<file path="src/tccpo_pkg.sv">
// Package with register map, field layouts, reset values and carriers
package tccpo_pkg;
  // Register byte offsets on the Avalon-MM slave
  localparam logic [5:0] OFS_CTRL       = 6'h00;
  localparam logic [5:0] OFS_COUNTER    = 6'h04;
  localparam logic [5:0] OFS_GEN_A      = 6'h08;
  localparam logic [5:0] OFS_GEN_B      = 6'h0c;
  localparam logic [5:0] OFS_GEN_D      = 6'h10;
  localparam logic [5:0] OFS_PULSE_MODE = 6'h14;
  localparam logic [5:0] OFS_PULSE_DATA = 6'h18;
  localparam logic [5:0] OFS_STATUS     = 6'h1c;
  localparam logic [5:0] OFS_MASK       = 6'h20;
  localparam logic [5:0] OFS_PINS       = 6'h24;

  // Pulse mode register field positions and reset value
  localparam int unsigned PM_G1_POL = 5;
  localparam int unsigned PM_G0_POL = 4;
  localparam int unsigned PM_G3_NOV = 3;
  localparam int unsigned PM_G2_NOV = 2;
  localparam logic [5:0] PULSE_MODE_RST = 6'h30;

  // Status and mask bit positions
  localparam int unsigned ST_EVT_D = 0;
  localparam int unsigned ST_CMP_A = 1;
  localparam int unsigned ST_CMP_B = 2;
  localparam int unsigned ST_OVF   = 3;
  localparam int unsigned ST_UNF   = 4;
  localparam int unsigned ST_CAP_A = 5;
  localparam int unsigned ST_W     = 6;

  // Counter end values and the undivided prescaler code
  localparam logic [15:0] CNT_MAX   = 16'hffff;
  localparam logic [15:0] CNT_MIN   = 16'h0000;
  localparam logic [2:0]  PSC_UNDIV = 3'h0;

  // Control register layout, io field in the low four bits
  typedef struct packed {
    logic       a_capture;      // General register A captures on pin A
    logic       clear_on_a;     // Counter cleared at compare match A
    logic       count_down;     // Counter direction
    logic       run;            // Counter runs
    logic       buffer_mode_b;  // Register D buffers register B
    logic [3:0] reg_d_io_ctrl;  // Bits 3..0 of the register D io field
  } tccpo_ctrl_t;

  localparam tccpo_ctrl_t CTRL_RST = '0;

  // One-cycle timer events handed to the pulse generator
  typedef struct packed {
    logic cmp_a;
    logic cmp_b;
    logic cap_a;
  } tccpo_evt_t;
endpackage : tccpo_pkg

</file>
<file path="src/tccpo_top.sv">
// Timer channel compare/capture on register D plus pulse output generator
`timescale 1ns/100ps
module tccpo_top (
  input  wire logic        clk,                     // 100 MHz system clock
  input  wire logic        sys_rst,                 // Sync reset, active high
  input  wire logic [5:0]  avs_address,             // Byte address
  input  wire logic        avs_read,                // Read request
  input  wire logic        avs_write,               // Write request
  input  wire logic [31:0] avs_writedata,           // Write data
  output logic      [31:0] avs_readdata,            // Read data
  output logic             avs_waitrequest,         // Stall until answer
  input  wire logic        cap_d_in,                // Register D pin input
  input  wire logic        cap_a_in,                // Register A pin input
  input  wire logic        neighbour_count_pulse,   // Neighbour counted
  input  wire logic [2:0]  neighbour_prescale_sel,  // Neighbour prescale
  input  wire logic        neighbour_undivided,     // Neighbour on clk/1
  output logic             cmp_d_out,               // Compare pin level
  output logic             cmp_d_oe,                // Compare pin driven
  output logic      [15:0] pulse_out,               // Pulse output pins
  output logic             irq                      // Level interrupt
);

  tccpo_pkg::tccpo_ctrl_t ctrl_reg;
  tccpo_pkg::tccpo_evt_t  evt_reg;
  logic [15:0]            timer_counter_value_reg;
  logic [15:0]            general_reg_a_reg;
  logic [15:0]            general_reg_b_reg;
  logic [15:0]            chan3_general_reg_d_reg;
  logic [5:0]             pulse_mode_reg;
  logic [15:0]            pulse_data_reg;
  logic [5:0]             status_reg;
  logic [5:0]             mask_reg;
  logic                   cap_d_prev_reg;
  logic                   cap_a_prev_reg;
  logic                   wr_en;
  logic                   match_a;
  logic                   match_b;
  logic                   match_d;
  logic                   cnt_clear;
  logic                   ovf_evt;
  logic                   unf_evt;
  logic                   cap_d_evt;
  logic                   cmp_d_evt;
  logic                   cap_a_evt;
  logic                   d_capture_mode;
  logic                   d_compare_mode;
  logic [5:0]             events;
  logic [15:0]            pulse_target;
  logic [31:0]            read_next;
  logic                   trig_a;

  // Replace the pins selected by sel with the target levels
  function automatic logic [3:0] merge4(input logic [3:0] cur,
                                        input logic [3:0] tgt,
                                        input logic [3:0] sel);
    merge4 = (cur & ~sel) | (tgt & sel);
  endfunction : merge4

  // One word is taken per answer; waitrequest drops for that cycle only
  assign wr_en = avs_write && !avs_waitrequest;

  // Register D role decode; buffer mode removes both roles
  assign d_capture_mode = ctrl_reg.reg_d_io_ctrl[3]
                          && !ctrl_reg.buffer_mode_b;
  assign d_compare_mode = !ctrl_reg.reg_d_io_ctrl[3]
                          && (ctrl_reg.reg_d_io_ctrl[1:0] != 2'h0)
                          && !ctrl_reg.buffer_mode_b;

  // Compare matches against the live counter value
  assign match_a = ctrl_reg.run && !ctrl_reg.a_capture
                   && (timer_counter_value_reg == general_reg_a_reg);
  assign match_b = ctrl_reg.run
                   && (timer_counter_value_reg == general_reg_b_reg);
  assign match_d = ctrl_reg.run
                   && (timer_counter_value_reg == chan3_general_reg_d_reg);
  assign cmp_d_evt = match_d && d_compare_mode;

  // Counter clear and end-of-range detection; clear suppresses the flags
  assign cnt_clear = ctrl_reg.clear_on_a && match_a;
  assign ovf_evt   = ctrl_reg.run && !ctrl_reg.count_down && !cnt_clear
                     && (timer_counter_value_reg == tccpo_pkg::CNT_MAX);
  assign unf_evt   = ctrl_reg.run && ctrl_reg.count_down && !cnt_clear
                     && (timer_counter_value_reg == tccpo_pkg::CNT_MIN);

  // Capture sources for register D
  always_comb
  begin
    cap_d_evt = 1'b0;
    if (d_capture_mode)
    begin
      if (ctrl_reg.reg_d_io_ctrl[2])
        cap_d_evt = neighbour_count_pulse
                    && !(neighbour_prescale_sel == tccpo_pkg::PSC_UNDIV
                         && neighbour_undivided);
      else if (ctrl_reg.reg_d_io_ctrl[1])
        cap_d_evt = cap_d_in != cap_d_prev_reg;
      else if (ctrl_reg.reg_d_io_ctrl[0])
        cap_d_evt = cap_d_prev_reg && !cap_d_in;
      else
        cap_d_evt = !cap_d_prev_reg && cap_d_in;
    end
  end

  // Register A captures on a rising edge of its pin
  assign cap_a_evt = ctrl_reg.a_capture && !cap_a_prev_reg && cap_a_in;

  // Previous pin levels for edge detection
  always_ff @(posedge clk)
  begin
    if (sys_rst)
    begin
      cap_d_prev_reg <= 1'b0;
      cap_a_prev_reg <= 1'b0;
    end
    else
    begin
      cap_d_prev_reg <= cap_d_in;
      cap_a_prev_reg <= cap_a_in;
    end
  end

  // Control register; a write also reloads the compare pin below
  always_ff @(posedge clk)
  begin
    if (sys_rst)
      ctrl_reg <= tccpo_pkg::CTRL_RST;
    else if (wr_en && avs_address == tccpo_pkg::OFS_CTRL)
      ctrl_reg <= tccpo_pkg::tccpo_ctrl_t'(avs_writedata[8:0]);
  end

  // Counter: software write first, then clear, then count
  always_ff @(posedge clk)
  begin
    if (sys_rst)
      timer_counter_value_reg <= 16'h0000;
    else if (wr_en && avs_address == tccpo_pkg::OFS_COUNTER)
      timer_counter_value_reg <= avs_writedata[15:0];
    else if (cnt_clear)
      timer_counter_value_reg <= 16'h0000;
    else if (ctrl_reg.run && ctrl_reg.count_down)
      timer_counter_value_reg <= timer_counter_value_reg - 16'h0001;
    else if (ctrl_reg.run)
      timer_counter_value_reg <= timer_counter_value_reg + 16'h0001;
  end

  // General registers A and B; B reloads from D in buffer mode
  always_ff @(posedge clk)
  begin
    if (sys_rst)
    begin
      general_reg_a_reg <= 16'hffff;
      general_reg_b_reg <= 16'hffff;
    end
    else
    begin
      if (cap_a_evt)
        general_reg_a_reg <= timer_counter_value_reg;
      else if (wr_en && avs_address == tccpo_pkg::OFS_GEN_A)
        general_reg_a_reg <= avs_writedata[15:0];
      if (match_b && ctrl_reg.buffer_mode_b)
        general_reg_b_reg <= chan3_general_reg_d_reg;
      else if (wr_en && avs_address == tccpo_pkg::OFS_GEN_B)
        general_reg_b_reg <= avs_writedata[15:0];
    end
  end

  // Register D; a capture wins over a software write in the same cycle
  always_ff @(posedge clk)
  begin
    if (sys_rst)
      chan3_general_reg_d_reg <= 16'hffff;
    else if (cap_d_evt)
      chan3_general_reg_d_reg <= timer_counter_value_reg;
    else if (wr_en && avs_address == tccpo_pkg::OFS_GEN_D)
      chan3_general_reg_d_reg <= avs_writedata[15:0];
  end

  // Compare pin: initial level on control write, then match actions
  always_ff @(posedge clk)
  begin
    if (sys_rst)
    begin
      cmp_d_out <= 1'b0;
      cmp_d_oe  <= 1'b0;
    end
    else if (wr_en && avs_address == tccpo_pkg::OFS_CTRL)
    begin
      cmp_d_out <= avs_writedata[2];
      cmp_d_oe  <= !avs_writedata[3] && !avs_writedata[4]
                   && (avs_writedata[1:0] != 2'h0);
    end
    else if (cmp_d_evt)
    begin
      unique case (ctrl_reg.reg_d_io_ctrl[1:0])
        2'h1:    cmp_d_out <= 1'b0;
        2'h2:    cmp_d_out <= 1'b1;
        default: cmp_d_out <= !cmp_d_out;
      endcase
    end
    else
      cmp_d_oe <= d_compare_mode;
  end

  // Registered single-cycle strobes for the pulse generator
  always_ff @(posedge clk)
  begin
    if (sys_rst)
      evt_reg <= '0;
    else
    begin
      evt_reg.cmp_a <= match_a;
      evt_reg.cmp_b <= match_b;
      evt_reg.cap_a <= cap_a_evt;
    end
  end

  // Pulse mode and next-data registers
  always_ff @(posedge clk)
  begin
    if (sys_rst)
    begin
      pulse_mode_reg <= tccpo_pkg::PULSE_MODE_RST;
      pulse_data_reg <= 16'h0000;
    end
    else
    begin
      if (wr_en && avs_address == tccpo_pkg::OFS_PULSE_MODE)
        pulse_mode_reg <= avs_writedata[5:0];
      if (wr_en && avs_address == tccpo_pkg::OFS_PULSE_DATA)
        pulse_data_reg <= avs_writedata[15:0];
    end
  end

  // Pin levels wanted; groups 1 and 0 invert when their bit is 0
  assign pulse_target = {pulse_data_reg[15:8],
    pulse_data_reg[7:4] ^ {4{!pulse_mode_reg[tccpo_pkg::PM_G1_POL]}},
    pulse_data_reg[3:0] ^ {4{!pulse_mode_reg[tccpo_pkg::PM_G0_POL]}}};

  // Trigger of A comes from capture when register A captures
  assign trig_a = ctrl_reg.a_capture ? evt_reg.cap_a
                                     : evt_reg.cmp_a;

  // Pulse pins; non-overlap groups take zeros at A and ones at B
  always_ff @(posedge clk)
  begin
    if (sys_rst)
      pulse_out <= 16'h0000;
    else
    begin
      if (trig_a)
        pulse_out[7:0] <= pulse_target[7:0];
      if (pulse_mode_reg[tccpo_pkg::PM_G2_NOV])
        pulse_out[11:8] <= merge4(pulse_out[11:8], pulse_target[11:8],
          ({4{trig_a}} & ~pulse_target[11:8])
          | ({4{evt_reg.cmp_b}} & pulse_target[11:8]));
      else if (trig_a)
        pulse_out[11:8] <= pulse_target[11:8];
      if (pulse_mode_reg[tccpo_pkg::PM_G3_NOV])
        pulse_out[15:12] <= merge4(pulse_out[15:12], pulse_target[15:12],
          ({4{trig_a}} & ~pulse_target[15:12])
          | ({4{evt_reg.cmp_b}} & pulse_target[15:12]));
      else if (trig_a)
        pulse_out[15:12] <= pulse_target[15:12];
    end
  end

  // Status events in package bit order
  assign events = {cap_a_evt, unf_evt, ovf_evt, match_b, match_a,
                   cap_d_evt | cmp_d_evt};

  // Sticky status, write one to clear; a new event wins over the clear
  always_ff @(posedge clk)
  begin
    if (sys_rst)
    begin
      status_reg <= 6'h00;
      mask_reg   <= 6'h00;
    end
    else
    begin
      if (wr_en && avs_address == tccpo_pkg::OFS_STATUS)
        status_reg <= (status_reg & ~avs_writedata[5:0]) | events;
      else
        status_reg <= status_reg | events;
      if (wr_en && avs_address == tccpo_pkg::OFS_MASK)
        mask_reg <= avs_writedata[5:0];
    end
  end

  // Interrupt from flop; follows status by one cycle
  always_ff @(posedge clk)
  begin
    if (sys_rst)
      irq <= 1'b0;
    else
      irq <= |(status_reg & mask_reg);
  end

  // Read mux; unmapped offsets read as zero
  always_comb
  begin
    read_next = 32'h0000_0000;
    unique case (avs_address)
      tccpo_pkg::OFS_CTRL:       read_next[8:0]  = ctrl_reg;
      tccpo_pkg::OFS_COUNTER:    read_next[15:0] = timer_counter_value_reg;
      tccpo_pkg::OFS_GEN_A:      read_next[15:0] = general_reg_a_reg;
      tccpo_pkg::OFS_GEN_B:      read_next[15:0] = general_reg_b_reg;
      tccpo_pkg::OFS_GEN_D:      read_next[15:0] = chan3_general_reg_d_reg;
      tccpo_pkg::OFS_PULSE_MODE: read_next[5:0]  = pulse_mode_reg;
      tccpo_pkg::OFS_PULSE_DATA: read_next[15:0] = pulse_data_reg;
      tccpo_pkg::OFS_STATUS:     read_next[5:0]  = status_reg;
      tccpo_pkg::OFS_MASK:       read_next[5:0]  = mask_reg;
      tccpo_pkg::OFS_PINS:       read_next[17:0] = {cmp_d_oe, cmp_d_out,
                                                    pulse_out};
      default:                   read_next = 32'h0000_0000;
    endcase
  end

  // Bus answer one edge after a request appears, then back to waiting
  always_ff @(posedge clk)
  begin
    if (sys_rst)
    begin
      avs_waitrequest <= 1'b1;
      avs_readdata    <= 32'h0000_0000;
    end
    else if ((avs_read || avs_write) && avs_waitrequest)
    begin
      avs_waitrequest <= 1'b0;
      avs_readdata    <= read_next;
    end
    else
      avs_waitrequest <= 1'b1;
  end

endmodule : tccpo_top

</file>
<file path="config.mk">
export PLATFORM = sky130hd
export DESIGN_NAME = tccpo_top
export DESIGN_NICKNAME = d
export VERILOG_FILES = /design/src/tccpo_pkg.sv /design/src/tccpo_top.sv
export SDC_FILE = /design/constraint.sdc
export NUM_CORES = 1
export LEC_CHECK = 0
export BUFFER_PORTS_ARGS = -buffer_cell sky130_fd_sc_hd__buf_2
export CELL_PAD_IN_SITES_DETAIL_PLACEMENT = 0
export CELL_PAD_IN_SITES_GLOBAL_PLACEMENT = 1
export CORE_AREA = 2 2 175 126
export DETAILED_ROUTE_END_ITERATION = 8
export DIE_AREA = 0 0 177 128
export HOLD_SLACK_MARGIN = 0.05
export PLACE_DENSITY_LB_ADDON = 0.1
export SYNTH_ARGS = -nofsm -noshare
export SYNTH_HDL_FRONTEND = slang
export SYNTH_SLANG_ARGS = --single-unit
</file>
<file path="constraint.sdc">
create_clock -name clk -period 2.9 [get_ports clk]
set_input_delay 0.145 -clock clk [delete_from_list [all_inputs] [get_ports clk]]
set_output_delay 0.145 -clock clk [all_outputs]
set_load 0.01 [all_outputs]
</file>
== Word-level counts from Yosys, hierarchy flattened ==
Index checks and enable logic that the tools add are counted.
Word-level totals
  register bits: 150
  input bits: 49
  output and inout port bits: 52
  word-level logic and storage cells: 164
Cells by class
  add/sub/neg operators: 2
  equality and inequality tests: 17
  multiplexer cells: 30
  bitwise gates (word level): 24
  reductions and logical operators: 64
Operators with widths (count)
  $mux W16: 10
  $pmux W6 S10: 1
  $eq A16 B16 Y1: 3
  $pmux W7 S6: 1
  $logic_and A1 B1 Y1: 35
  $and A4 B4 Y4: 8
  $eq A6 B5 Y1 const B: 4
  $pmux W3 S7: 1
  $add A16 B1 Y16 const B: 1
  $eq A16 B16 Y1 const B: 1
  $logic_not A16 Y1: 1
  $mux W4: 4
  $not A4 Y4: 4
  $or A4 B4 Y4: 4
  $reduce_bool A2 Y1: 8
  $sub A16 B1 Y16 const B: 1
  $logic_not A1 Y1: 15
  $and A6 B6 Y6: 2
  $eq A6 B4 Y1 const B: 2
  $eq A6 B6 Y1 const B: 2
  $or A6 B6 Y6: 2
  $mux W1: 10
  $xor A4 B4 Y4: 2
  $eq A6 B3 Y1 const B: 1
  other kinds (14): 14

== Depth between registers and ports, before layout ==
  depth after elaboration: 9
  gate-level depth with buffers: 12
  gate-level depth less buffers: 10

== Worst setup path after synthesis ==
OpenSTA, ideal clock, no wires.
  kind: register to register
  from: register timer_counter_value_reg[10]
  to: register timer_counter_value_reg[15]
  setup time: 79 ps
  arrival: 2180 ps
  data required time: 2821 ps
  slack: 641 ps
  cell stages (with the launch flop): 9
  buffers on the path: 1
  clock period less this slack: 2259 ps
  cell sequence: dfxtp_1 -> buf_2 -> or3_4 -> or3_1 -> a22o_1 -> o2bb2a_1 -> o21ai_1 -> mux2_1 -> a211oi_2
Between the ends
  word-level cells in the longest chain between the ends: 5
  elaborated cells between the ends (all ways): 10
  classes of those cells: add/sub (2); eq/ne (1); mux (4); reduce/logical (3)
RTL lines
  start, declared: RTL line tccpo_top.sv:25  | logic [15:0] timer_counter_value_reg;
  start signal, assigned: RTL line tccpo_top.sv:137  | timer_counter_value_reg <= avs_writedata[15:0];
  start signal, assigned: RTL line tccpo_top.sv:141  | timer_counter_value_reg <= timer_counter_value_reg - 16'h0001;
  start signal, assigned: RTL line tccpo_top.sv:143  | timer_counter_value_reg <= timer_counter_value_reg + 16'h0001;
  $add A16 B1 Y16 or $eq A16 B16 Y1 (tied branches): RTL line tccpo_top.sv:143, tccpo_top.sv:71
  $mux W16 or $logic_and A1 B1 Y1 (tied branches): RTL line tccpo_top.sv:142, tccpo_top.sv:71
  $mux W16 or $logic_and A1 B1 Y1 (tied branches): RTL line tccpo_top.sv:140, tccpo_top.sv:79
  $mux W16: RTL line tccpo_top.sv:138  | else if (cnt_clear)
  $mux W16: RTL line tccpo_top.sv:136  | else if (wr_en && avs_address == tccpo_pkg::OFS_COUNTER)
Parallel ways exist; a longest one is shown, timed or not. The select of a mux whose other input is x is not followed.
A chain may end at the register's enable or synchronous reset.

== Worst setup path in the final report ==
  from: register timer_counter_value_reg[1]
  to: register status_reg[3]
Between the ends
  word-level cells in the longest chain between the ends: 8
  elaborated cells between the ends (all ways): 10
  classes of those cells: eq/ne (2); mux (1); bitwise (2); reduce/logical (5)
RTL lines
  $eq A16 B16 Y1: RTL line tccpo_top.sv:71  | && (timer_counter_value_reg == general_reg_a_reg);
  $logic_and A1 B1 Y1: RTL line tccpo_top.sv:71
  $logic_and A1 B1 Y1: RTL line tccpo_top.sv:79  | assign cnt_clear = ctrl_reg.clear_on_a && match_a;
  $logic_not A1 Y1: RTL line tccpo_top.sv:80  | assign ovf_evt = ctrl_reg.run && !ctrl_reg.count_down && !cnt_clear
  $logic_and A1 B1 Y1: RTL line tccpo_top.sv:80
  $logic_and A1 B1 Y1 (*): RTL line tccpo_top.sv:81  | && (timer_counter_value_reg == tccpo_pkg::CNT_MAX);
  $or A6 B6 Y6 (on tied branches): RTL line tccpo_top.sv:284, tccpo_top.sv:282
  $mux W6 (*): RTL line tccpo_top.sv:281  | if (wr_en && avs_address == tccpo_pkg::OFS_STATUS)
  end signal, assigned: RTL line tccpo_top.sv:282  | status_reg <= (status_reg & ~avs_writedata[5:0]) | events;
  end signal, assigned: RTL line tccpo_top.sv:284  | status_reg <= status_reg | events;
  end, declared: RTL line tccpo_top.sv:31  | logic [5:0] status_reg;
Every way passes the cells marked *; elsewhere a longest branch is shown, timed or not.

==> results by group <==
Clock tree
  – Worst skew pair latency: 0.44 ns
  – Cts hold-fix bufs: 12
  – Inserted Clock Buffers: 17
  – Clock Root Buffer: clkbuf_16
  – Longest Clk Path Bufs: 2
  – Clk slew on worst S/H paths: 0.06 ns
  – CTS resizes: 0
  – H-Tree Depth: 4
  – Setup bufs post-CTS: 0
  – # clock sinks: 150
  – CTS tree: done

Detailed routing
  – Drt wl/cell: 21.8 um
  – Final ANT Viol Nets: 0
  – Vias per cell: 5.69
  – Vias: 7978
  – First-pass detailed-route iteration total: 7
  – Routed WL: 30500 um
  – Iteration-0 DRC Markers: 1056
  – DRC: 0

GRT
  – Overflow after GRT: 0
  – Largest net degree at the start of global routing: 42
  – Vias in the first global route: 7118
  – Initial antenna violation count: 0
  – First-pass GRT wire length: 45800 um
  – Total track usage: 27.4%

Floorplan
  – Core Box Area: 0.0211 mm^2
  – Ports: 101
  – Num rows: 45
  – Die ar.: 0.0227 mm^2
  – DIE WIDTH: 177 um
  – Height of the chip: 128 um
  – Starting Density: 39.1%

Synth
  – Synth Area per Inst: 7.85 um^2
  – Ys Warns: 0
  – Post-synth top area share: 36.4%
  – Register area share after synthesis: 36.4%
  – Library cells used by synthesis: 66
  – FF+latch count, synth: 150
  – Mapped Area: 0.00826 mm^2
  – Post-Syn Instances: 1052
  – Post-synth ARST share: 0%
  – EDFF count, synth: 0
  – Most used DFF post-synth: dfxtp_1
  – Synth area leader: dfxtp_1
  – Dominant cells by area after synthesis: dfxtp_1, nand2_1, xor2_1

Worst setup path
  – Worst setup SP type: flop
  – Critical path origin: timer_counter_value_reg[1]$_SDFFE_PP0P_
  – R2R Setup Slk: 0.32 ns
  – Worst setup path class: flop to flop
  – Reg2reg end: status_reg[3]$_SDFF_PP0_
  – CP Capture Type: flop
  – Worst reg2reg path depth: 8
  – Worst path arrival time: 2.94 ns
  – Reg2reg start: timer_counter_value_reg[1]$_SDFFE_PP0P_
  – CP Max Fanout: 12
  – WP data required: 3.26 ns

Finish
  – Share of layout cells above drive strength 1: 16.3%
  – Fillers: 2170
  – Reg area: 0.00300 mm^2
  – Core Util, Final: 45.8%
  – Synth-to-Final Area Change: 17.1%
  – Largest Register: avs_readdata
  – Most frequent cells in the layout: nand2_1, dfxtp_1, buf_2, a21oi_1, nor2_1
  – Area of the multi-input gates: 0.00477 mm^2
  – Nets: 1163
  – Max reg flops: 18
  – ANT cells: 0
  – Most common cell after layout, fill and taps aside: nand2_1

STA
  – Tmin final: 2.58 ns
  – Setup TNS: 0 ns
  – Worst setup margin: 0.319 ns
  – Final setup viols: 0
  – Period Utilization, post-route: 89.0%
  – Fin. max-slew vios: 0
  – Final hold vios: 0
  – RSZ-0062 raised after global routing: false
  – Worst rel slew slack: 17.5%
  – Fin Hold WS: 0.0739 ns
  – Worst Clk Skew: 0.00961 ns
  – Worst slew pin tran: 1.23 ns
  – Top achievable clock speed: 0.387 GHz

Pwr
  – Pwr Density: 497 mW/mm^2
  – Leakage: 3.43 nW
  – Maximum VDD drop: 378 uV

Job
  – Max Cap Violations: 0

Hold path
  – Hold Path Sink: pulse_data_reg[2]$_SDFFE_PP0P_
  – Min-delay src: avs_writedata[2]
  – Hold Crit Class: input port to flop
  – Hold depth: 3

Run status
  – Status: finished clean

Placed design
  – Port buffer count: 70
  – Setup WS pre-CTS: 0.376 ns
  – Detailed placement HPWL: 22300 um
  – GPL Wtd Cong: 0.929
routing by layer:
metal,vias to the layer above,GRT usage (%),share of wire [%]
met2,319,39.0,42
li1,3828,-,-
met5,-,0,0
met1,3801,42.3,50
met3,30,5.25,7.1
met4,0,5.83,0.89
cell usage after synthesis (all sizes together) (12+ instances only):
cell type,number
nand2,199
dfxtp,150
o21ai,69
clkbuf,65
a21oi,61
nor2,59
nand3,53
xor2,46
buf,44
mux2i,37
a22oi,34
a221oi,25
mux2,18
a31oi,17
nor3,17
a22o,13
xnor2,12
how the worst max path moves through the flow:
stage,end,slack [ns],cells after the start
4_1_cts,status_reg[3]$_SDFF_PP0_,0.34,8
5_1_grt,status_reg[3]$_SDFF_PP0_,0.13,8
6_report,status_reg[3]$_SDFF_PP0_,0.32,8
2_1_floorplan,timer_counter_value_reg[15]$_SDFFE_PP0P_,0.64,8
3_5_place_dp,status_reg[3]$_SDFF_PP0_,0.38,8
3_3_place_gp,timer_counter_value_reg[15]$_SDFFE_PP0P_,0.44,7
where the power goes:
group          switching [mW]  internal [mW]
clock                   0.903           1.55
combinational           0.175         0.0825
sequential             0.0156           2.08
cells by family after synthesis:
family	synth area share [%]
AO/OA/AOI/OAI	20.2
multiplexers	6.94
other	0.0454
AND/OR/NAND/NOR	22.8
adder cells (fa/ha/maj)	0.909
buffers and inverters	6.62
flip-flops	36.4
XOR/XNOR	6.15
metrics by stage:
step | total power [mW] | cell area [um^2] | instances
finish | 4.80 | 9670 | 1403
global route | 4.96 | 9670 | 1403
CTS | 4.83 | 9670 | 1403
detailed placement | 2.38 | 8900 | 1359
global placement | 2.38 | 8900 | 1359
floorplan | 2.28 | 8310 | 1065
cell type report:
| type | instances | share of cell area [%] |
|---|---|---|
| clock inverters | 8 | 1.48 |
| well taps | 282 | 3.65 |
| flip-flops and latches | 150 | 31.1 |
| multi-input cells | 794 | 49.3 |
| clock buffers | 24 | 5.19 |
| repair buffers | 133 | 8.83 |
| inverters | 12 | 0.466 |
worst max-delay path, cell delays in order (launching register included):
cell	delay, ns
dfxtp_1	0.50
buf_4	0.23
xor2_1	0.27
nor4_1	0.08
nand3_1	0.12
nor3_2	0.05
nor2_1	0.77
nand4_1	0.27
a21oi_1	0.21
Note: power is estimated with default switching activity, not from simulation.
